**src/rtl/scm_pkg.sv**
```systemverilog
package scm_pkg;

    localparam int DIV_W = 16;
    localparam int SYNC_DIV_W = 8;
    localparam int ADDR_W = 8;
    localparam int OVS_W = 4;

    // operation mode field of control register A
    typedef enum logic [2:0] {
        MODE_SER_EXT = 3'h0,
        MODE_SER_INT = 3'h1,
        MODE_SPI_SLV = 3'h2,
        MODE_SPI_MST = 3'h3,
        MODE_I2C_SLV = 3'h4,
        MODE_I2C_MST = 3'h5,
        MODE_RSV6 = 3'h6,
        MODE_RSV7 = 3'h7
    } scm_mode_t;

    // core operating state, one-hot
    typedef enum logic [4:0] {
        ST_OFF = 5'h01,
        ST_HALT = 5'h02,
        ST_ASYNC = 5'h04,
        ST_SYNC_INT = 5'h08,
        ST_SYNC_EXT = 5'h10
    } scm_state_t;

    // fractional baud accumulator: one step adds (2^16 - divisor)
    localparam logic [DIV_W:0] ACC_ONE = 17'h10000;
    localparam logic [OVS_W-1:0] OVS_LAST = 4'hF;

    // seven-bit compares ignore the top address bit
    localparam logic [ADDR_W-1:0] CMP_MASK_7 = 8'h7F;
    localparam logic [ADDR_W-1:0] CMP_MASK_8 = 8'hFF;

    // reset values
    localparam scm_mode_t MODE_RST = MODE_SER_EXT;
    localparam logic [DIV_W-1:0] DIV_RST = 16'h0000;
    localparam logic [ADDR_W-1:0] ADDR_RST = 8'h00;
    localparam logic [ADDR_W-1:0] MASK_RST = 8'h00;

    // frame figures at the reference engine rate (10-bit frame, 16x oversampling)
    localparam int REF_FREQ_HZ = 48000000;
    localparam int FRAME_BITS = 10;
    localparam int OVERSAMPLE = 16;
    localparam int FRAME_CLKS_MIN = FRAME_BITS * OVERSAMPLE;

endpackage

```
**src/rtl/scm_baud_if.sv**
```systemverilog
`timescale 1ns/1ps
`default_nettype none

interface scm_baud_if;
    import scm_pkg::*;
    logic run;
    logic sync_mode;
    logic ext_ref;
    logic ref_en;
    logic [DIV_W-1:0] divisor;
    logic tick_x1;
    logic tick_x16;
    logic tick_x2;

    modport gen (
        input run,
        input sync_mode,
        input ext_ref,
        input ref_en,
        input divisor,
        output tick_x1,
        output tick_x16,
        output tick_x2
    );

    modport core (
        output run,
        output sync_mode,
        output ext_ref,
        output ref_en,
        output divisor,
        input tick_x1,
        input tick_x16,
        input tick_x2
    );
endinterface

`default_nettype wire

```
**src/rtl/scm_baud_gen.sv**
```systemverilog
`timescale 1ns/1ps
`default_nettype none

module scm_baud_gen
    import scm_pkg::*;
(
    input wire logic clk,
    input wire logic rstn,
    scm_baud_if.gen bif
);

    logic [DIV_W-1:0] acc_q;
    logic [OVS_W-1:0] ovs_q;
    logic [SYNC_DIV_W-1:0] scnt_q;
    logic tick_x1_q;
    logic tick_x16_q;
    logic tick_x2_q;

    // engine reference is the core clock, or the external clock edge when selected
    wire step_en = bif.run & (~bif.ext_ref | bif.ref_en);
    wire [DIV_W:0] acc_sum = {1'b0, acc_q} + (ACC_ONE - {1'b0, bif.divisor});
    wire [SYNC_DIV_W-1:0] sync_div = bif.divisor[SYNC_DIV_W-1:0];
    wire sync_wrap = (scnt_q == sync_div);

    always_ff @(posedge clk) begin
        if (!rstn || !bif.run) begin
            acc_q <= DIV_RST;
            ovs_q <= '0;
            scnt_q <= '0;
            tick_x1_q <= 1'b0;
            tick_x16_q <= 1'b0;
            tick_x2_q <= 1'b0;
        end else begin
            tick_x1_q <= 1'b0;
            tick_x16_q <= 1'b0;
            tick_x2_q <= 1'b0;
            if (step_en && !bif.sync_mode) begin
                acc_q <= acc_sum[DIV_W-1:0];
                if (acc_sum[DIV_W]) begin
                    tick_x1_q <= 1'b1;
                    ovs_q <= ovs_q + 1'b1;
                    tick_x16_q <= (ovs_q == OVS_LAST);
                end
            end
            if (step_en && bif.sync_mode) begin
                scnt_q <= sync_wrap ? '0 : scnt_q + 1'b1;
                tick_x2_q <= sync_wrap;
            end
        end
    end

    assign bif.tick_x1 = tick_x1_q;
    assign bif.tick_x16 = tick_x16_q;
    assign bif.tick_x2 = tick_x2_q;

endmodule

`default_nettype wire

```
**src/rtl/scm_addr_match.sv**
```systemverilog
`timescale 1ns/1ps
`default_nettype none

module scm_addr_match
    import scm_pkg::*;
(
    input wire logic [ADDR_W-1:0] match_addr,
    input wire logic [ADDR_W-1:0] match_mask_field,
    input wire logic two_addr,
    input wire logic seven_bit,
    input wire logic [ADDR_W-1:0] rx_addr,
    output logic hit
);

    wire [ADDR_W-1:0] cmp_mask = seven_bit ? CMP_MASK_7 : CMP_MASK_8;
    wire [ADDR_W-1:0] diff_a = (rx_addr ^ match_addr) & cmp_mask;
    wire [ADDR_W-1:0] diff_b = (rx_addr ^ match_mask_field) & cmp_mask;
    // masked bits never take part; all-zero mask is one address, all-ones is any
    wire hit_masked = ((diff_a & ~match_mask_field) == '0);
    wire hit_two = (diff_a == '0) | (diff_b == '0);

    assign hit = two_addr ? hit_two : hit_masked;

endmodule

`default_nettype wire

```
**src/rtl/scm_core.sv**
```systemverilog
`timescale 1ns/1ps
`default_nettype none

module scm_core
    import scm_pkg::*;
(
    input wire logic clk,
    input wire logic rstn,
    input wire logic soft_reset_trigger,
    input wire logic ctrl_wr,
    input wire logic ctrl_enable,
    input wire logic [2:0] ctrl_mode,
    input wire logic ctrl_comm_mode_select,
    input wire logic ctrl_clock_polarity_select,
    input wire logic divisor_wr,
    input wire logic [DIV_W-1:0] divisor_in,
    input wire logic match_wr,
    input wire logic [ADDR_W-1:0] match_addr_in,
    input wire logic [ADDR_W-1:0] match_mask_field_in,
    input wire logic match_two_addr_in,
    input wire logic match_seven_bit_in,
    input wire logic debug_control_wr,
    input wire logic debug_run_in,
    input wire logic debug_halt,
    input wire logic rx_addr_valid,
    input wire logic [ADDR_W-1:0] rx_addr,
    input wire logic serial_clock_pin_in,
    output logic enabled_q,
    output logic [2:0] mode_status_q,
    output logic sync_status_q,
    output logic reserved_status_q,
    output logic internal_clk_status_q,
    output logic tx_change_en_q,
    output logic rx_sample_en_q,
    output logic serial_clock_pin_out_q,
    output logic serial_clock_pin_oe_q,
    output logic addr_hit_q,
    output logic addr_hit_valid_q,
    output logic debug_run_q
);

    // control register A and friends
    logic enable_q;
    scm_mode_t mode_q;
    logic comm_mode_select_q;
    logic clock_polarity_select_q;
    logic [DIV_W-1:0] divisor_q;
    logic [ADDR_W-1:0] maddr_q;
    logic [ADDR_W-1:0] mmask_q;
    logic two_addr_q;
    logic seven_bit_q;
    logic dbg_run_q;

    scm_state_t state_q;
    scm_state_t state_d;

    // pin synchroniser and filtered level
    logic pin_s1_q;
    logic pin_s2_q;
    logic pin_s3_q;
    logic pin_lvl_q;

    // generated serial clock level
    logic sck_q;

    logic match_hit;

    scm_baud_if bif ();

    // one name per operating state, so no bit of the one-hot code is picked by number
    wire st_off = (state_q == ST_OFF);
    wire st_halt = (state_q == ST_HALT);
    wire st_async = (state_q == ST_ASYNC);
    wire st_sync_int = (state_q == ST_SYNC_INT);
    wire st_sync_ext = (state_q == ST_SYNC_EXT);
    // address compares are answered only while enabled in a usable mode
    wire hit_req = rx_addr_valid & ~st_off & ~st_halt;

    // decode of the mode field
    wire mode_reserved = (mode_q == MODE_RSV6) || (mode_q == MODE_RSV7);
    wire mode_serial = (mode_q == MODE_SER_EXT) || (mode_q == MODE_SER_INT);
    wire mode_internal = (mode_q == MODE_SER_INT) || (mode_q == MODE_SPI_MST)
        || (mode_q == MODE_I2C_MST);
    // SPI and I2C always clock synchronously; plain serial follows the comm mode bit
    wire mode_sync = mode_serial ? comm_mode_select_q : 1'b1;

    // debug halt freezes the engine unless debug control allows running
    wire frozen = debug_halt & ~dbg_run_q;

    // filtered pin: a change counts only once the second and third stages agree
    wire pin_agree = (pin_s2_q == pin_s3_q);
    wire pin_lvl_d = pin_agree ? pin_s3_q : pin_lvl_q;
    wire pin_rise = pin_lvl_d & ~pin_lvl_q;
    wire pin_fall = ~pin_lvl_d & pin_lvl_q;

    // internal serial clock: each divide-by-2 tick flips the level, held while frozen
    wire sck_step = bif.tick_x2 & st_sync_int & ~frozen;
    wire sck_rise = sck_step & ~sck_q;
    wire sck_fall = sck_step & sck_q;

    // edge source per clocking choice
    wire edge_rise = st_sync_int ? sck_rise : pin_rise;
    wire edge_fall = st_sync_int ? sck_fall : pin_fall;
    // change edge and sample edge are always opposite
    wire sync_change = clock_polarity_select_q ? edge_fall : edge_rise;
    wire sync_sample = clock_polarity_select_q ? edge_rise : edge_fall;
    wire sync_run = st_sync_int | st_sync_ext;

    wire tx_change_d = st_async ? bif.tick_x16 : (sync_run & sync_change);
    wire rx_sample_d = st_async ? bif.tick_x1 : (sync_run & sync_sample);

    // pin direction: driven only while running synchronously on the internal clock
    wire pin_oe_d = st_sync_int;
    // idle level equals polarity so the first edge is the change edge
    wire sck_idle = clock_polarity_select_q;
    // next level of the generated clock; the pin takes it at the same edge as the strobes,
    // so a strobe and its pin edge always share one cycle
    wire sck_d = !st_sync_int ? sck_idle : (sck_step ? ~sck_q : sck_q);

    // baud generator hookup
    assign bif.run = (st_async | st_sync_int) & ~frozen;
    assign bif.sync_mode = st_sync_int;
    // async with external clock counts the pin's rising edges as engine reference
    assign bif.ext_ref = st_async & ~mode_internal;
    assign bif.ref_en = pin_rise;
    assign bif.divisor = divisor_q;

    scm_baud_gen u_baud (
        .clk(clk),
        .rstn(rstn),
        .bif(bif)
    );

    scm_addr_match u_match (
        .match_addr(maddr_q),
        .match_mask_field(mmask_q),
        .two_addr(two_addr_q),
        .seven_bit(seven_bit_q),
        .rx_addr(rx_addr),
        .hit(match_hit)
    );

    // operating state follows configuration each cycle
    always_comb begin
        state_d = ST_OFF;
        case (1'b1)
            !enable_q: state_d = ST_OFF;
            mode_reserved: state_d = ST_HALT;
            !mode_sync: state_d = ST_ASYNC;
            mode_internal: state_d = ST_SYNC_INT;
            default: state_d = ST_SYNC_EXT;
        endcase
    end

    // soft reset clears configuration but not debug control
    always_ff @(posedge clk) begin
        if (!rstn || soft_reset_trigger) begin
            enable_q <= 1'b0;
            mode_q <= MODE_RST;
            comm_mode_select_q <= 1'b0;
            clock_polarity_select_q <= 1'b0;
        end else if (ctrl_wr) begin
            enable_q <= ctrl_enable;
            mode_q <= scm_mode_t'(ctrl_mode);
            comm_mode_select_q <= ctrl_comm_mode_select;
            clock_polarity_select_q <= ctrl_clock_polarity_select;
        end
    end

    always_ff @(posedge clk) begin
        if (!rstn || soft_reset_trigger) begin
            divisor_q <= DIV_RST;
        end else if (divisor_wr) begin
            divisor_q <= divisor_in;
        end
    end

    always_ff @(posedge clk) begin
        if (!rstn || soft_reset_trigger) begin
            maddr_q <= ADDR_RST;
            mmask_q <= MASK_RST;
            two_addr_q <= 1'b0;
            seven_bit_q <= 1'b0;
        end else if (match_wr) begin
            maddr_q <= match_addr_in;
            mmask_q <= match_mask_field_in;
            two_addr_q <= match_two_addr_in;
            seven_bit_q <= match_seven_bit_in;
        end
    end

    // debug control survives soft reset, only the hard reset clears it
    always_ff @(posedge clk) begin
        if (!rstn) begin
            dbg_run_q <= 1'b0;
        end else if (debug_control_wr) begin
            dbg_run_q <= debug_run_in;
        end
    end

    always_ff @(posedge clk) begin
        if (!rstn || soft_reset_trigger) begin
            state_q <= ST_OFF;
        end else begin
            state_q <= state_d;
        end
    end

    always_ff @(posedge clk) begin
        if (!rstn) begin
            pin_s1_q <= 1'b0;
            pin_s2_q <= 1'b0;
            pin_s3_q <= 1'b0;
            pin_lvl_q <= 1'b0;
        end else begin
            pin_s1_q <= serial_clock_pin_in;
            pin_s2_q <= pin_s1_q;
            pin_s3_q <= pin_s2_q;
            pin_lvl_q <= pin_lvl_d;
        end
    end

    // generated clock parks at its idle level whenever not running internally
    always_ff @(posedge clk) begin
        if (!rstn) begin
            sck_q <= 1'b0;
        end else begin
            sck_q <= sck_d;
        end
    end

    always_ff @(posedge clk) begin
        if (!rstn) begin
            tx_change_en_q <= 1'b0;
            rx_sample_en_q <= 1'b0;
        end else begin
            tx_change_en_q <= tx_change_d & ~frozen;
            rx_sample_en_q <= rx_sample_d & ~frozen;
        end
    end

    // pin takes the next level at the same edge as the strobes
    always_ff @(posedge clk) begin
        if (!rstn) begin
            serial_clock_pin_out_q <= 1'b0;
            serial_clock_pin_oe_q <= 1'b0;
        end else begin
            serial_clock_pin_out_q <= sck_d;
            serial_clock_pin_oe_q <= pin_oe_d;
        end
    end

    always_ff @(posedge clk) begin
        if (!rstn) begin
            addr_hit_q <= 1'b0;
            addr_hit_valid_q <= 1'b0;
        end else begin
            addr_hit_valid_q <= hit_req;
            addr_hit_q <= hit_req & match_hit;
        end
    end

    always_ff @(posedge clk) begin
        if (!rstn) begin
            enabled_q <= 1'b0;
            mode_status_q <= MODE_RST;
            sync_status_q <= 1'b0;
            reserved_status_q <= 1'b0;
            internal_clk_status_q <= 1'b0;
            debug_run_q <= 1'b0;
        end else begin
            enabled_q <= enable_q;
            mode_status_q <= mode_q;
            sync_status_q <= mode_sync;
            reserved_status_q <= mode_reserved;
            internal_clk_status_q <= mode_internal;
            debug_run_q <= dbg_run_q;
        end
    end

endmodule

`default_nettype wire

```
**config.mk**
```make
export PLATFORM = sky130hd
export DESIGN_NAME = scm_core
export DESIGN_NICKNAME = d
export VERILOG_FILES = /design/src/rtl/scm_pkg.sv /design/src/rtl/scm_baud_if.sv /design/src/rtl/scm_baud_gen.sv /design/src/rtl/scm_addr_match.sv /design/src/rtl/scm_core.sv
export SDC_FILE = /design/constraint.sdc
export NUM_CORES = 1
export LEC_CHECK = 0
export BUFFER_PORTS_ARGS = -buffer_cell sky130_fd_sc_hd__buf_4
export CAP_MARGIN = 20
export CORE_MARGIN = 5
export CORE_UTILIZATION = 30
export CTS_CLUSTER_SIZE = 12
export DETAILED_ROUTE_END_ITERATION = 12
export GPL_TIMING_DRIVEN = 0
export SLEW_MARGIN = 20
export SYNTH_ARGS = -nofsm -noshare
export SYNTH_HDL_FRONTEND = slang
export SYNTH_SLANG_ARGS = --single-unit
```
**constraint.sdc**
```tcl
create_clock -name clk -period 3.8 [get_ports clk]
set_input_delay 0.76 -clock clk [delete_from_list [all_inputs] [get_ports clk]]
set_output_delay 0.76 -clock clk [all_outputs]
set_load 0.05 [all_outputs]
```
==> flow_summary.yaml, run 1 <==
worst_setup_path:
  end_kind: "flop"
  required_ps: 4090
  rrSetupSlack_ps: 1340
  crit_arrival_ps: 2750
  cp.buffers_inverters: 1
  crit_type: "flop to flop"
  critPathLaunchType: "flop"
  ff2ff_path_depth: 10
  max_stage_delay_ps: 470
  crit_path_cell_trace: "inv_1 -> ha_1 -> fa_1 -> nand2b_1 -> a211oi_2 -> o31ai_2 -> a21oi_2 -> nor2_1 -> or4_1 -> nand2_1"
  cp_max_fo: 4
  r2r-end: "u_baud.ovs_q[2]"
  timing.rr.start: "u_baud.acc_q[0]"
  crit_family: "simple AND/OR/NAND/NOR gates"
  cp_slowest_cell: "or4_1"
  path_depth: 10
clock_network:
  post_cts_resize_count: 0
  clkSlewWorstSetupHoldPaths_ps: 60
  clk_path_buf_depth: 2
  htreeDepth: 3
  ctsHoldBuffers: 0
  cts.sinks: 95
  numCtsBuffers: 9
  tritoncts: "done"
  clock_latency_ps: 340
  clk_root_buffer_cell: "clkbuf_16"
  cts_setup_buffers: 0
global_routing:
  grt_use_total_pct: 12.2
  grt_antenna_before_repair: 0
  grt_pass1_vias: 3763
  grt_max_degree: 15
  overflow: 0
  grt_pass1_wl_um: 17700
placed_design:
  port-buffer-count: 69
  dp_slack_ps: 1350
  gp_congestion: 0.860
  dpl.hpwl_um: 8130
yosys:
  synthMuxAreaShare_pct: 9.82
  async_reset_ff_share_pct: 0
  yosys.area_share.simple_pct: 19.0
  ys_dominant_reg_cell: "dfxtp_1"
  syn-mean-instance-area_um2: 9.12
  synth-edff-count: 0
  synth_adder_area_share_pct: 5.47
  synth_compound_area_share_pct: 10.7
  ys_ff_latch: 95
  syn_nets: 570
  synth_cells: 492
  ys_seq_area_share_pct: 42.4
  synth_xor_area_share_pct: 8.98
  synth_warnings: 0
  synth_cell_types: 53
  synth_top_family_by_area: "simple AND/OR/NAND/NOR gates"
  synth_area_um2: 4490
timing:
  slew_headroom_pct: 54.6
  fin_setup_tns_ps: 0
  setup_viol: 0
  rsz0062_at_grt: "false"
  report.final.slew_viol_count: 0
  postLayoutSetupSlackWorst_ps: 1340
  final_hold_viol_count: 0
  clock_skew_ps: 9.24
  fmax_ghz: 0.407
  min_period_ps: 2460
  tightest_slew_ps: 681
  finalCritPeriodShare_pct: 64.7
drt:
  drt_iter0_markers: 125
  firstDrtPassIters: 5
  routedWlPerCell_um: 13.7
  ant_nets: 0
  vias_per_cell: 4.79
  drc: 0
  num_vias: 3637
  drt-total-wl_um: 10400
cells_and_area:
  nets: 650
  final_layout_size_suffix_gt1_share_pct: 17.4
  multi_input_area_um2: 2420
  area_growth_pct: 24.0
  fill_cells: 1468
  num_antenna_cells: 0
  regArea_um2: 1900
  final_cell_mix: "dfxtp_1, buf_4, nor2_1"
  layout_commonest_cell: "dfxtp_1"
min_path:
  hold_end: "pin_s2_q"
  holdPathStages: 1
  worst_hold_path_type: "flop to flop"
  worstHoldStart: "pin_s1_q"
die:
  core_um2: 14600
  die_area_um2: 17500
  rows: 44
  die_width_um: 132
  initial_utilization_pct: 30.8
  die_h_um: 132
  ios: 73
power:
  vdd_drop_max_uv: 219
  power.leakage_nw: 2.33
  power_density_nw_per_um2: 405
job:
  max-cap-violations: 0
status:
  status: "complete, no violations"
## state kept, by name (all words and copies together) (netlist names), 3 cells and up
register	count
u_baud.acc_q	16
state_q	5
mode_status_q	3
maddr_q	8
mode_q	3
u_baud.ovs_q	4
mmask_q	8
bif.divisor	16
u_baud.scnt_q	8
## worst register-to-register path, stage by stage, from the launching register on
cell and delay (ps):
dfxtp_1 330, inv_1 50, ha_1 200, fa_1 380
nand2b_1 220, a211oi_2 270, o31ai_2 140, a21oi_2 210
nor2_1 70, or4_1 470, nand2_1 70
## where the power goes
part           switching [mW]  internal (mW)  total, mW
Clock                   0.367          0.639       1.01
Sequential             0.0148           1.01       1.03
Combinational           0.107          0.109      0.216
Total                   0.489           1.76       2.25
## worst max-delay path by stage
stage,start,end,slack [ps]
2_1_floorplan,u_baud.acc_q[0],u_baud.ovs_q[2],1540
3_3_place_gp,bif.divisor[0],u_baud.ovs_q[2],1340
3_5_place_dp,bif.divisor[0],u_baud.ovs_q[2],1350
4_1_cts,bif.divisor[0],u_baud.ovs_q[2],1330
5_1_grt,u_baud.acc_q[0],u_baud.ovs_q[2],1170
6_report,u_baud.acc_q[0],u_baud.ovs_q[2],1340
## Yosys cell counts (2+ instances only)
| library cell | count | area share (%) |
|---|---|---|
| a211oi_1 | 5 | 0.84 |
| a21boi_0 | 2 | 0.33 |
| a21o_1 | 2 | 0.33 |
| a21oi_1 | 23 | 2.6 |
| a31oi_1 | 3 | 0.42 |
| and2_1 | 11 | 1.5 |
| and3_1 | 9 | 1.3 |
| buf_1 | 2 | 0.17 |
| buf_2 | 4 | 0.45 |
| buf_6 | 2 | 0.50 |
| clkbuf_1 | 10 | 0.84 |
| dfxtp_1 | 95 | 42 |
| ha_1 | 18 | 5.0 |
| inv_1 | 18 | 1.5 |
| mux2i_1 | 44 | 9.8 |
| nand2_1 | 36 | 3.0 |
| nand2b_1 | 10 | 1.4 |
| nand3_1 | 14 | 1.6 |
| nand3_2 | 2 | 0.45 |
| nand4_1 | 5 | 0.70 |
| nor2_1 | 66 | 5.5 |
| nor2b_1 | 2 | 0.28 |
| nor3_1 | 4 | 0.45 |
| nor3_2 | 2 | 0.45 |
| nor4_1 | 6 | 0.84 |
| o211a_1 | 2 | 0.45 |
| o211ai_1 | 4 | 0.67 |
| o21ai_0 | 17 | 1.9 |
| o22ai_1 | 5 | 0.70 |
| o311ai_0 | 2 | 0.39 |
| xnor2_1 | 20 | 3.9 |
| xor2_1 | 26 | 5.1 |
## metrics by stage
stage               cell area (µm²)  instances  power [mW]  hold slack, ps  util (%)
floorplan                      4490        492        1.18             412         -
global placement               5240        745        1.27             427      35.9
detailed placement             5240        745        1.27             429      35.9
CTS                            5560        760        2.28             446      38.1
global route                   5560        760        2.34             468      38.1
finish                         5560        760        2.25             438      38.1
## per-layer routing
metal,share of wire [%],global-route usage [%]
met3,3.8,2.79
met1,46,15.0
met4,2.0,5.37
met5,0,0
met2,48,20.5
## area by class of cell
type                            instances  area share, %
Timing Repair Buffer                   69           9.31
Inverter                               18           1.21
Multi-Input combinational cell        360           43.5
Clock buffer                           11           4.18
Buffer                                 19           1.71
Clock inverter                          4           1.71
Sequential cell                        95           34.2
Tap cell                              184           4.14
## kinds of logic after synthesis
kind of cell / after synthesis
AO/OA/AOI/OAI: 75
XOR/XNOR: 46
adder cells (fa/ha/maj): 19
buffers and inverters: 37
flip-flops: 95
multiplexers: 44
AND/OR/NAND/NOR: 176
No activity file was read; power rests on OpenSTA's default activity.
==> inputs of run 2 (changes only) <==
clock period = 2.55 ns   (was 3.8 ns; I/O delays follow)
==> flow_summary.yaml, run 2 (synthesis results as in run 1) <==
worst_setup_path:
  max_stage_delay_ps: 470
  critPathLaunch: "u_baud.acc_q[0]"
  end_kind: "flop"
  crit_type: "flop to flop"
  cp_slowest_cell: "or4_1"
  cp_max_fo: 4
  required_ps: 2840
  crit_path_cell_trace: "inv_1 -> ha_1 -> fa_2 -> nand2b_4 -> a211oi_4 -> o31ai_4 -> a21oi_2 -> nor2_1 -> or4_1 -> nand2_1"
  ff2ff_path_depth: 10
  crit_arrival_ps: 2670
  r2r-end: "u_baud.ovs_q[2]"
  rrSetupSlack_ps: 160
  critPathLaunchType: "flop"
  timing.rr.start: "u_baud.acc_q[0]"
die:
  rows: 44
  die_area_um2: 17500
  die_h_um: 132
  ios: 73
  die_width_um: 132
  core_um2: 14600
  initial_utilization_pct: 30.8
drt:
  vias_per_cell: 4.78
  drt-met1-wl_um: 4810
  highest_layer: "met4"
  drt_iter0_markers: 137
  ant_nets: 0
  wl_met2_um: 5030
  wl_met3_um: 409
  drt-total-wl_um: 10500
  firstDrtPassIters: 4
  num_vias: 3636
  drc: 0
  routedWlPerCell_um: 13.8
timing:
  fin_setup_tns_ps: 0
  slew_headroom_pct: 54.6
  min_period_ps: 2390
  finalCritPeriodShare_pct: 93.6
  tightest_slew_ps: 681
  fmax_ghz: 0.419
  rsz0062_at_grt: "false"
  hold_ws_ps: 384
  setup_viol: 0
  report.final.slew_viol_count: 0
  clock_skew_ps: 9.75
  final_hold_viol_count: 0
status:
  status: "complete, no violations"
power:
  power_density_nw_per_um2: 602
  power.leakage_nw: 2.34
  vdd_drop_max_uv: 326
clock_network:
  clock_latency_ps: 340
  tritoncts: "done"
  clkSlewWorstSetupHoldPaths_ps: 60
  clk_path_buf_depth: 2
  htreeDepth: 3
  ctsHoldBuffers: 0
  clk_root_buffer_cell: "clkbuf_16"
  cts.sinks: 95
  numCtsBuffers: 9
global_routing:
  grt_use_total_pct: 12.2
  grt_pass1_vias: 3763
  grt_antenna_before_repair: 0
  overflow: 0
  grt_pass1_wl_um: 17700
  grt_max_degree: 15
placed_design:
  dpl_cell_area_um2: 5240
  dpl.hpwl_um: 8130
  gp_congestion: 0.860
  port-buffer-count: 69
cells_and_area:
  num_antenna_cells: 0
  final_area_um2: 5600
  final_cell_mix: "dfxtp_1, buf_4, nor2_1"
  layout_commonest_cell: "dfxtp_1"
  area_growth_pct: 24.7
  final_layout_size_suffix_gt1_share_pct: 17.9
  nets: 651
min_path:
  holdPathStages: 2
  worstHoldStart: "serial_clock_pin_in"
  worst_hold_path_type: "primary input to flop"
  hold_end: "pin_s1_q"
job:
  max-cap-violations: 0
==> run 2: cell types whose count changed in the layout (fill, tap and decap cells not counted), sizes merged <==
cell | before | now
buf | 78 | 79
==> run 2: layer usage <==
layer  vias to the layer above  global-route usage [%]
met5                         -                       0
met4                         0                    5.37
met3                        13                    2.79
met2                        64                    20.5
met1                      1711                    15.0
li1                       1848                       -
==> run 2: per-stage QoR <==
| stage | setup slack [ps] | utilization, % | total power [mW] | std cells |
|---|---|---|---|---|
| 6_report | 163 | 38.4 | 3.37 | 761 |
| 3_3_place_gp | 93.5 | 35.9 | 1.89 | 745 |
| 2_1_floorplan | 291 | - | 1.77 | 492 |
| 5_1_grt | 31.2 | 38.4 | 3.50 | 761 |
| 3_5_place_dp | 97.3 | 35.9 | 1.89 | 745 |
| 4_1_cts | 80.0 | 38.1 | 3.40 | 760 |
==> run 2: how the worst max path moves through the flow <==
stage,cells past startpoint,slack [ps],endpoint
floorplan,10,290,u_baud.ovs_q[2]
global placement,9,90,u_baud.ovs_q[2]
detailed placement,9,100,u_baud.ovs_q[2]
CTS,9,80,u_baud.ovs_q[2]
global route,10,30,u_baud.ovs_q[2]
finish,10,160,u_baud.ovs_q[2]
==> run 2: final cells by class <==
class / instances / area [µm²]
plain buffers: 19 / 95.1
well taps: 184 / 230
clock buffers: 11 / 233
multi-input cells: 360 / 2450
repair buffers: 70 / 526
inverters: 18 / 67.6
fillers: 1465 / 8990
clock inverters: 4 / 95.1
flip-flops and latches: 95 / 1900
==> run 2: timing repair <==
action	CTS	global route
gates resized for setup	0	4
buffers inserted	0	1
setup endpoints to repair	0	1
==> run 2: report_power, final <==
group,switching [mW],internal (mW)
combinational,0.163,0.170
sequential,0.0222,1.51
clock,0.547,0.952
total,0.733,2.63
==> run 2: critical path, delay by kind of cell (launching register included) <==
| kind | cells | cell delay (ps) |
|---|---|---|
| and+or+nand+nor | 4 | 790 |
| DFF | 1 | 330 |
| adders and majority gates | 2 | 550 |
| AOI/OAI and AO/OA | 3 | 630 |
| buffers and inverters | 1 | 50 |
